<file path="config.mk">
export PLATFORM = sky130hd
export DESIGN_NAME = system_clock_generation
export DESIGN_NICKNAME = d
export VERILOG_FILES = /design/src/clock_gen_pkg.sv /design/src/system_clock_generation.sv
export SDC_FILE = /design/constraint.sdc
export NUM_CORES = 1
export LEC_CHECK = 0
export ABC_CLOCK_PERIOD_IN_PS = 1900
export BUFFER_PORTS_ARGS = -buffer_cell sky130_fd_sc_hd__buf_2
export CORE_MARGIN = 5
export CORE_UTILIZATION = 35
export CTS_BUF_LIST = sky130_fd_sc_hd__clkbuf_16
export DETAILED_ROUTE_END_ITERATION = 8
export GPL_TIMING_DRIVEN = 0
export SLEW_MARGIN = 20
export SYNTH_ARGS = -nofsm -noshare
export SYNTH_HDL_FRONTEND = slang
export SYNTH_SLANG_ARGS = --single-unit
</file>
<file path="constraint.sdc">
create_clock -name clk -period 1.9 [get_ports clk]
set_input_delay 0.19 -clock clk [delete_from_list [all_inputs] [get_ports clk]]
set_output_delay 0.19 -clock clk [all_outputs]
set_load 0.02 [all_outputs]
</file>
<file path="src/clock_gen_pkg.sv">
package clock_gen_pkg;
	// Output and unit counts
	localparam int PCI_OUT_COUNT = 5;
	localparam int UNIT_COUNT    = 6;
	localparam int PCI_DMA_UNIT  = 5;

	// Unit ratio codes
	localparam int         RATIO_W     = 2;
	localparam logic [1:0] RATIO_OFF   = 2'h0;
	localparam logic [1:0] RATIO_FULL  = 2'h1;
	localparam logic [1:0] RATIO_HALF  = 2'h2;
	localparam logic [1:0] RATIO_THIRD = 2'h3;
	// Unit 5 full rate, units 0..4 one third
	localparam logic [11:0] UNIT_RATIO_RESET = 12'h7ff;

	// Reset configuration word layout
	localparam int RCW_LB_BIT     = 0;
	localparam int RCW_MEM_BIT    = 1;
	localparam int RCW_SYSMUL_LSB = 4;
	localparam int RCW_SYSMUL_W   = 4;
	localparam int RCW_CORE_LSB   = 8;
	localparam int RCW_CORE_W     = 7;
	localparam logic [4:0] SYSMUL_ZERO_FACTOR = 5'h10;

	// Built-in reset options, selected by reset source 1..3
	localparam logic [31:0] BUILTIN_RCW_1 = 32'h0000_0240;
	localparam logic [31:0] BUILTIN_RCW_2 = 32'h0000_0461;
	localparam logic [31:0] BUILTIN_RCW_3 = 32'h0000_0683;

	// Local bus divide field codes
	localparam logic [3:0] LB_DIV2 = 4'h2;
	localparam logic [3:0] LB_DIV4 = 4'h4;
	localparam logic [3:0] LB_DIV8 = 4'h8;
endpackage : clock_gen_pkg

</file>
<file path="src/system_clock_generation.sv">
// Behaviour
// - Host mode takes host input clock as primary; agent mode the PCI input.
// - Primary clock feeds a divide-by-two and the PCI output muxes.
// - Sync output is primary clock or its half, per input divide strap level.
// - Each PCI output clock picks full or half rate by its select bit.
// - System ratio is (1 + strap) times the system multiplier field, a field of 0 counting as 16.
// - Core clock ratio comes from the config word's core multiplier field.
// - Multipliers come from the word captured at reset or a built-in option.
// - Memory clock is system clock times (1 + ratio); bus pair is its half.
// - Local bus clock is system clock times (1 + ratio), then divided.
// - Unit ratios reprogrammable after reset; defaults hold until written.
// - Units 0..4 default one third, any of four rates; PCI-DMA default full, off or full.
module system_clock_generation
	import clock_gen_pkg::*;
#(
	parameter int PCI_OUTS = PCI_OUT_COUNT,
	parameter int UNITS    = UNIT_COUNT
) (
	input  wire logic                 clk,
	input  wire logic                 rst_b,
	input  wire logic                 pci_host_mode,
	input  wire logic                 host_input_clock,
	input  wire logic                 pci_input_clock,
	input  wire logic                 input_divide_strap,
	input  wire logic [31:0]          reset_config_word_low,
	input  wire logic [1:0]           reset_source_sel,
	input  wire logic [PCI_OUTS-1:0]  output_clock_control_reg,
	input  wire logic [3:0]           local_bus_clock_reg,
	input  wire logic                 unit_ratio_write,
	input  wire logic [2*UNITS-1:0]   unit_ratio_wdata,
	output logic                      primary_clock,
	output logic                      pci_sync_output,
	output logic [PCI_OUTS-1:0]       pci_output_clock_n,
	output logic [3:0]                system_multiplier_field,
	output logic [5:0]                system_ratio,
	output logic [6:0]                core_multiplier_field,
	output logic                      memory_ratio_field,
	output logic                      local_bus_ratio_field,
	output logic                      memory_bus_clock_p,
	output logic                      memory_bus_clock_n,
	output logic [2:0]                local_bus_clock_outputs,
	output logic                      local_bus_sync_output,
	output logic [2*UNITS-1:0]        unit_clock_ratio_reg,
	output logic [UNITS-1:0]          unit_clock_enable
);

	function automatic logic [4:0] sysmul_factor(input logic [3:0] f);
		sysmul_factor = (f == 4'h0) ? SYSMUL_ZERO_FACTOR : {1'b0, f};
	endfunction : sysmul_factor

	function automatic logic [1:0] ratio_period(input logic [1:0] r);
		case (r)
			RATIO_HALF:  ratio_period = 2'h2;
			RATIO_THIRD: ratio_period = 2'h3;
			default:     ratio_period = 2'h1;
		endcase
	endfunction : ratio_period

	function automatic logic [2:0] lb_half(input logic [3:0] d);
		case (d)
			LB_DIV4: lb_half = 3'h2;
			LB_DIV8: lb_half = 3'h4;
			default: lb_half = 3'h1;
		endcase
	endfunction : lb_half

	// Reset configuration capture
	logic [31:0] rcw;
	logic        strap_at_reset;
	logic [31:0] next_rcw;
	logic        next_strap_at_reset;

	always_comb begin
		next_rcw = rcw;
		next_strap_at_reset = strap_at_reset;
		if (!rst_b) begin
			next_strap_at_reset = input_divide_strap;
			case (reset_source_sel)
				2'h1:    next_rcw = BUILTIN_RCW_1;
				2'h2:    next_rcw = BUILTIN_RCW_2;
				2'h3:    next_rcw = BUILTIN_RCW_3;
				default: next_rcw = reset_config_word_low;
			endcase
		end
	end

	always_ff @(posedge clk) begin
		rcw <= next_rcw;
		strap_at_reset <= next_strap_at_reset;
	end

	assign system_multiplier_field = rcw[RCW_SYSMUL_LSB +: RCW_SYSMUL_W];
	assign core_multiplier_field   = rcw[RCW_CORE_LSB +: RCW_CORE_W];
	assign memory_ratio_field      = rcw[RCW_MEM_BIT];
	assign local_bus_ratio_field   = rcw[RCW_LB_BIT];
	// Ratio of system clock to sync input
	assign system_ratio = strap_at_reset
		? {sysmul_factor(system_multiplier_field), 1'b0}
		: {1'b0, sysmul_factor(system_multiplier_field)};

	// Primary clock and PCI outputs
	logic                primary_prev;
	logic                primary_half;
	logic                next_primary;
	logic                next_primary_half;
	logic                next_sync;
	logic [PCI_OUTS-1:0] next_pci_out;

	always_comb begin
		next_primary = pci_host_mode ? host_input_clock : pci_input_clock;
		next_primary_half = primary_half;
		if (primary_clock && !primary_prev)
			next_primary_half = ~primary_half;
		next_sync = input_divide_strap ? primary_half : primary_clock;
		for (int i = 0; i < PCI_OUTS; i++) begin
			next_pci_out[i] = output_clock_control_reg[i] ? primary_half
				: primary_clock;
		end
		if (!rst_b) begin
			next_primary = 1'b0;
			next_primary_half = 1'b0;
			next_sync = 1'b0;
			next_pci_out = '0;
		end
	end

	always_ff @(posedge clk) begin
		primary_clock <= next_primary;
		primary_prev <= primary_clock;
		primary_half <= next_primary_half;
		pci_sync_output <= next_sync;
		pci_output_clock_n <= next_pci_out;
	end

	// Reference runs at twice the system bus clock; csb_tick marks its edges
	logic csb_phase;
	logic next_csb_phase;
	logic csb_tick;
	logic ddr_tick;
	logic lbiu_tick;

	assign next_csb_phase = rst_b ? ~csb_phase : 1'b0;
	assign csb_tick  = csb_phase;
	assign ddr_tick  = memory_ratio_field | csb_tick;
	assign lbiu_tick = local_bus_ratio_field | csb_tick;

	always_ff @(posedge clk) begin
		csb_phase <= next_csb_phase;
	end

	// Memory bus clock pair
	logic next_mem_clk;

	always_comb begin
		next_mem_clk = memory_bus_clock_p;
		if (ddr_tick)
			next_mem_clk = ~memory_bus_clock_p;
		if (!rst_b)
			next_mem_clk = 1'b0;
	end

	always_ff @(posedge clk) begin
		memory_bus_clock_p <= next_mem_clk;
		memory_bus_clock_n <= ~next_mem_clk;
	end

	// Local bus divider; field sampled only at a half-period boundary
	logic [2:0] lb_cnt;
	logic       lb_clk;
	logic [2:0] next_lb_cnt;
	logic       next_lb_clk;

	always_comb begin
		next_lb_cnt = lb_cnt;
		next_lb_clk = lb_clk;
		if (lbiu_tick) begin
			if (lb_cnt == 3'h0) begin
				next_lb_clk = ~lb_clk;
				next_lb_cnt = lb_half(local_bus_clock_reg) - 3'h1;
			end else begin
				next_lb_cnt = lb_cnt - 3'h1;
			end
		end
		if (!rst_b) begin
			next_lb_cnt = 3'h0;
			next_lb_clk = 1'b0;
		end
	end

	always_ff @(posedge clk) begin
		lb_cnt <= next_lb_cnt;
		lb_clk <= next_lb_clk;
	end

	assign local_bus_clock_outputs = {3{lb_clk}};
	assign local_bus_sync_output   = lb_clk;

	// Unit ratio register
	logic [2*UNITS-1:0] next_ratio_reg;

	always_comb begin
		next_ratio_reg = unit_clock_ratio_reg;
		if (unit_ratio_write) begin
			next_ratio_reg = unit_ratio_wdata;
			// PCI and DMA complex: off or full only
			next_ratio_reg[2*PCI_DMA_UNIT +: 2] =
				{1'b0, unit_ratio_wdata[2*PCI_DMA_UNIT]};
		end
		if (!rst_b)
			next_ratio_reg = UNIT_RATIO_RESET[2*UNITS-1:0];
	end

	always_ff @(posedge clk) begin
		unit_clock_ratio_reg <= next_ratio_reg;
	end

	// Per-unit enable pulse; new ratio adopted only at end of a period
	for (genvar u = 0; u < UNITS; u++) begin : g_unit
		logic [1:0] cnt;
		logic [1:0] next_cnt;
		logic       next_en;
		logic [1:0] req;

		assign req = unit_clock_ratio_reg[2*u +: 2];

		always_comb begin
			next_cnt = cnt;
			next_en = 1'b0;
			if (csb_tick) begin
				if (cnt == 2'h0) begin
					next_cnt = ratio_period(req) - 2'h1;
					next_en = (req != RATIO_OFF);
				end else begin
					next_cnt = cnt - 2'h1;
				end
			end
			if (!rst_b) begin
				next_cnt = 2'h0;
				next_en = 1'b0;
			end
		end

		always_ff @(posedge clk) begin
			cnt <= next_cnt;
			unit_clock_enable[u] <= next_en;
		end

	end
endmodule : system_clock_generation

</file>
# [After elaboration in Yosys (flattened, before gate mapping)]
# Cells that the tools add are included.
[word_totals] out_inout_bits=50 ff_bits=61 wordCells=122 input_bits=62
[classes] mux=39 n_eq_ne=15 bitwise=7 reduce_logical=22 n_addsub=14
[op_table] cell="$pmux W15 S3" count=1
[op_table] cell="$mux W2" count=18
[op_table] cell="$eq A2 B2 Y1 const B" count=12
[op_table] cell="$sub A2 B1 Y2 const B" count=12
[op_table] cell="$pmux W2 S2" count=5
[op_table] cell="$reduce_and A3 Y1" count=6
[op_table] cell="$logic_not A2 Y1" count=6
[op_table] cell="$reduce_bool A2 Y1" count=5
[op_table] cell="$mux W1" count=9
[op_table] cell="$mux W3" count=3
[op_table] cell="$mux W6" count=1
[op_table] cell="$pmux W3 S2" count=1
[op_table] cell="$sub A3 B1 Y3 const B" count=2
[op_table] cell="$mux W5" count=1
[op_table] cell="$not A1 Y1" count=5
[op_table] cell="$eq A4 B3 Y1 const B" count=1
[op_table] cell="$eq A4 B4 Y1 const B" count=1
[op_table] cell="$logic_not A4 Y1" count=1
[op_table] cell="$logic_not A3 Y1" count=1
[op_table] cell="$eq A2 B1 Y1 const B" count=1
[op_table] cell="$or A1 B1 Y1" count=2
[op_table] cell="$reduce_and A2 Y1" count=1
[op_table] cell="$logic_and A1 B1 Y1" count=1
[op_table] cell="$logic_not A1 Y1" count=1

# [Depth between registers and ports, before layout]
[depth] depth_word=6 mapped_depth=6 ltp_nobuf=6

# [Worst setup path after synthesis]
# No wires, ideal clock.
[synth_timing] path_kind="flip-flop to output port" startpoint="register rcw[4]" endpoint="output port system_ratio[4]" arrival_ns=1.548 stages_incl_launch_ff=3 slack_ns=0.162 cell_sequence="edfxtp_1 -> or4_1 -> o21ai_0"
[synth_between] elab_chain_cells=3
[synth_rtl] element="start, declared" line="system_clock_generation.sv:68" rtl="logic [31:0] rcw;"
[synth_rtl] element="start signal, assigned" line="system_clock_generation.sv:88" rtl="rcw <= next_rcw;"
[synth_rtl] element="$logic_not A4 Y1" line="system_clock_generation.sv:48" rtl="sysmul_factor = (f == 4'h0) ? SYSMUL_ZERO_FACTOR : {1'b0, f};"
[synth_rtl] element="$mux W5" line="system_clock_generation.sv:48"
[synth_rtl] element="$mux W6" line="system_clock_generation.sv:98" rtl="? {sysmul_factor(system_multiplier_field), 1'b0}"
[synth_rtl] element="end, declared" line="system_clock_generation.sv:35" rtl="output logic [5:0] system_ratio,"
# Every way passes these cells.

# [Worst setup path after layout]
# Ends and elaborated chain as after synthesis.

==> impl_metrics.csv <==
group,metric,value,unit
run_status,status,"completed",
logic_synthesis,synth_cell_types,32,
floorplan,core-area,6760,um2
detailed_routing,antenna_left,0,
timing,timing.setup.tns,0,ns
worst_setup_path,path_max_fanout,3,
layout,multi_input_area,1010,um2
timing,fin_crit,1.80,ns
logic_synthesis,synth-seq-cells,59,
worst_setup_path,worst_setup_path_end_kind,"primary output",
floorplan,dieArea,8680,um2
floorplan,start_util,0.358,
worst_setup_path,cp-start-kind,"flip-flop",
detailed_routing,wirelength,5.33,mm
placement,place.gp.congestion,0.756,
detailed_routing,drt_pass1_iterations,4,
worst_setup_path,path_cells,"or4_1, o21ai_1, buf_4",
worst_setup_path,critPathKind,"reg2out",
power_and_ir_drop,cellPowerDensity,1080,nW/um2
floorplan,dieWidth,93.2,um
timing,rsz0062_at_grt,"no",
timing,hold_viol,0,
global_route,grt_pass1_vias,1993,
layout,largest_reg_flops,13,
logic_synthesis,synth_area,2420,um2
timing,slew_viol_final,0,
clock_tree,clock_tree.buffer_depth,2,
power_and_ir_drop,peakVddDrop,0.783,mV
detailed_routing,drt_iter0_markers,83,
global_route,top_usage_layer,"met2",
timing,timing.final.crit_share,0.948,
timing,setup_violations,0,
run,maxCapViolations,0,
clock_tree,cts_tree,"built",
timing,max_freq,555,MHz
clock_tree,clock-sinks,59,
detailed_routing,vias,1994,
logic_synthesis,ys_seq_area_frac,0.546,
worst_setup_path,critPathTopFamily,"simple AND/OR/NAND/NOR gates",
logic_synthesis,synthTopCellsByArea,"dfxtp_1 37%, edfxtp_1 17%, mux2i_1 7.4%",
worst_setup_path,slowest_stage,"or4_1",
global_route,antenna_found_initial,0,
logic_synthesis,syn_nets,307,
floorplan,fp.dieH,93.2,um
logic_synthesis,synthCells,240,
logic_synthesis,synth.avg_cell_area,10.1,um2
placement,portBuffers,90,
detailed_routing,drc,0,
clock_tree,cts_hold_buf,0,
clock_tree,root_buffer,"clkbuf_16",
global_route,grt_max_degree,24,
layout,post-route-util,0.479,
logic_synthesis,synthTopCellsByCount,"45 x dfxtp_1, 30 x nand2_1, 18 x mux2i_1, 17 x nor2_1, 15 x a21oi_1",
timing,finalClockSkew,0.00406,ns
global_route,grtUsageTotal,0.132,
layout,diodes,0,
timing,maxSlewHeadroom,0.644,
timing,worst_pin_slew,0.534,ns
clock_tree,clock_latency,0.32,ns
global_route,grtUsageMet3,0.0813,
floorplan,ios,112,
layout,final.fill_count,650,
logic_synthesis,ys_warn_count,0,
logic_synthesis,synth_area_leader_cell,"dfxtp_1",
worst_setup_path,cp_slowest_stage_delay,0.56,ns
global_route,use_met2,0.206,
clock_tree,numCtsBuffers,9,
logic_synthesis,async_flop_share,0,
clock_tree,htreeDepth,3,
detailed_routing,wl_per_cell,12.5,um
placement,place_hpwl,3.99,mm
logic_synthesis,synth_most_common_cell,"dfxtp_1",
worst_hold_path,hold_path.class,"in2reg",
clock_tree,clk_pin_slew,0.05,ns
layout,area_growth,33.6,%
worst_setup_path,worstPathRequired,1.71,ns
logic_synthesis,synth_ff_type,"dfxtp_1",
logic_synthesis,synth_top_area_share,0.372,
detailed_routing,vias_per_cell,4.68,
layout,drive_above_1_share,0.338,
floorplan,rows,30,
global_route,grt_overflow,0,
global_route,met1_usage,0.149,
global_route,grt_pass1_wl,8.93,mm
layout,regArea,1320,um2
power_and_ir_drop,p_leak,1.53,nW
worst_setup_path,critPathBufInv,1,
worst_setup_path,crit_arrival,1.61,ns
logic_synthesis,synth_edf_count,14,
layout,layout.nets,409,
==> logic make-up (layout without fill, tap and decap cells) <==
| logic type | Yosys count | count (layout) | synth area share |
|---|---|---|---|
| compound gates | 33 | 33 | 0.0786 |
| other cells | 1 | 1 | 0.00155 |
| xor+xnor | 4 | 4 | 0.0145 |
| flops | 59 | 59 | 0.546 |
| buf+inv | 20 | 126 | 0.0377 |
| simple gates | 94 | 94 | 0.194 |
| mux | 24 | 24 | 0.102 |
| fa+ha+maj | 5 | 5 | 0.0258 |
==> cells in the final DEF, fill, tap and decap left out, drive strengths merged <==
cell type,count
a211oi,2
a21o,1
a21oi,15
a31oi,1
and2,7
and3,1
buf,96
clkbuf,17
clkinv,4
conb,1
dfxtp,45
edfxtp,14
ha,5
inv,9
mux2,6
mux2i,18
nand2,30
nand2b,12
nor2,17
nor2b,7
nor3,8
nor4b,1
o2111ai,1
o21ai,8
o21bai,5
or2,1
or3,7
or4,2
or4b,1
xnor2,3
xor2,1
==> report_power, final <==
| group | internal, W | switching, W |
|---|---|---|
| logic | 0.000282 | 0.000360 |
| clock network | 0.000849 | 0.000502 |
| registers | 0.00141 | 0.0000861 |
| total | 0.00254 | 0.000948 |
==> through the flow <==
step	std cells	setup slack [ns]	hold WS [ns]	cell area, um2	total power [W]
floorplan	240	0.162	0.289	2420	0.00194
global placement	410	0.172	0.400	2970	0.00215
detailed placement	410	0.111	0.399	2970	0.00216
CTS	425	0.0236	0.0659	3220	0.00353
global route	426	0.00566	0.0680	3230	0.00369
finish	426	0.0987	0.0804	3230	0.00348
==> layout make-up <==
type	count	share of cell area
Sequential cell	59	0.409
Buffer	13	0.0205
Timing Repair Buffer	91	0.142
Inverter	7	0.00812
Tap cell	80	0.0309
Clock inverter	6	0.00812
Clock buffer	9	0.0696
Multi-Input combinational cell	161	0.312
==> what timing repair did <==
item                                    CTS  global route
endpoints found under the setup margin    0             1
buffers inserted                          0             1
gates resized for setup                   0             2
==> metal layers <==
metal  vias up  share of wire
li1       1013              -
met1       901           0.43
met2        73           0.45
met3         7           0.11
met4         0          0.011
met5         -              0
==> worst paths after layout <==
check	start	endpoint	cells after the start	slack, ns
hold / removal	input_divide_strap	strap_at_reset$_DFFE_PN_	1	0.08
setup reg to reg	lb_cnt[0]$_SDFFE_PN0P_	lb_cnt[2]$_SDFFE_PN0P_	5	0.14
setup / recovery	rcw[4]$_DFFE_PN_	system_ratio[4]	3	0.1
hold reg to reg	g_unit[5].cnt[1]$_SDFFE_PN0P_	unit_clock_enable[5]$_SDFF_PN0_	1	0.45
(Power assumes the default switching activity.)
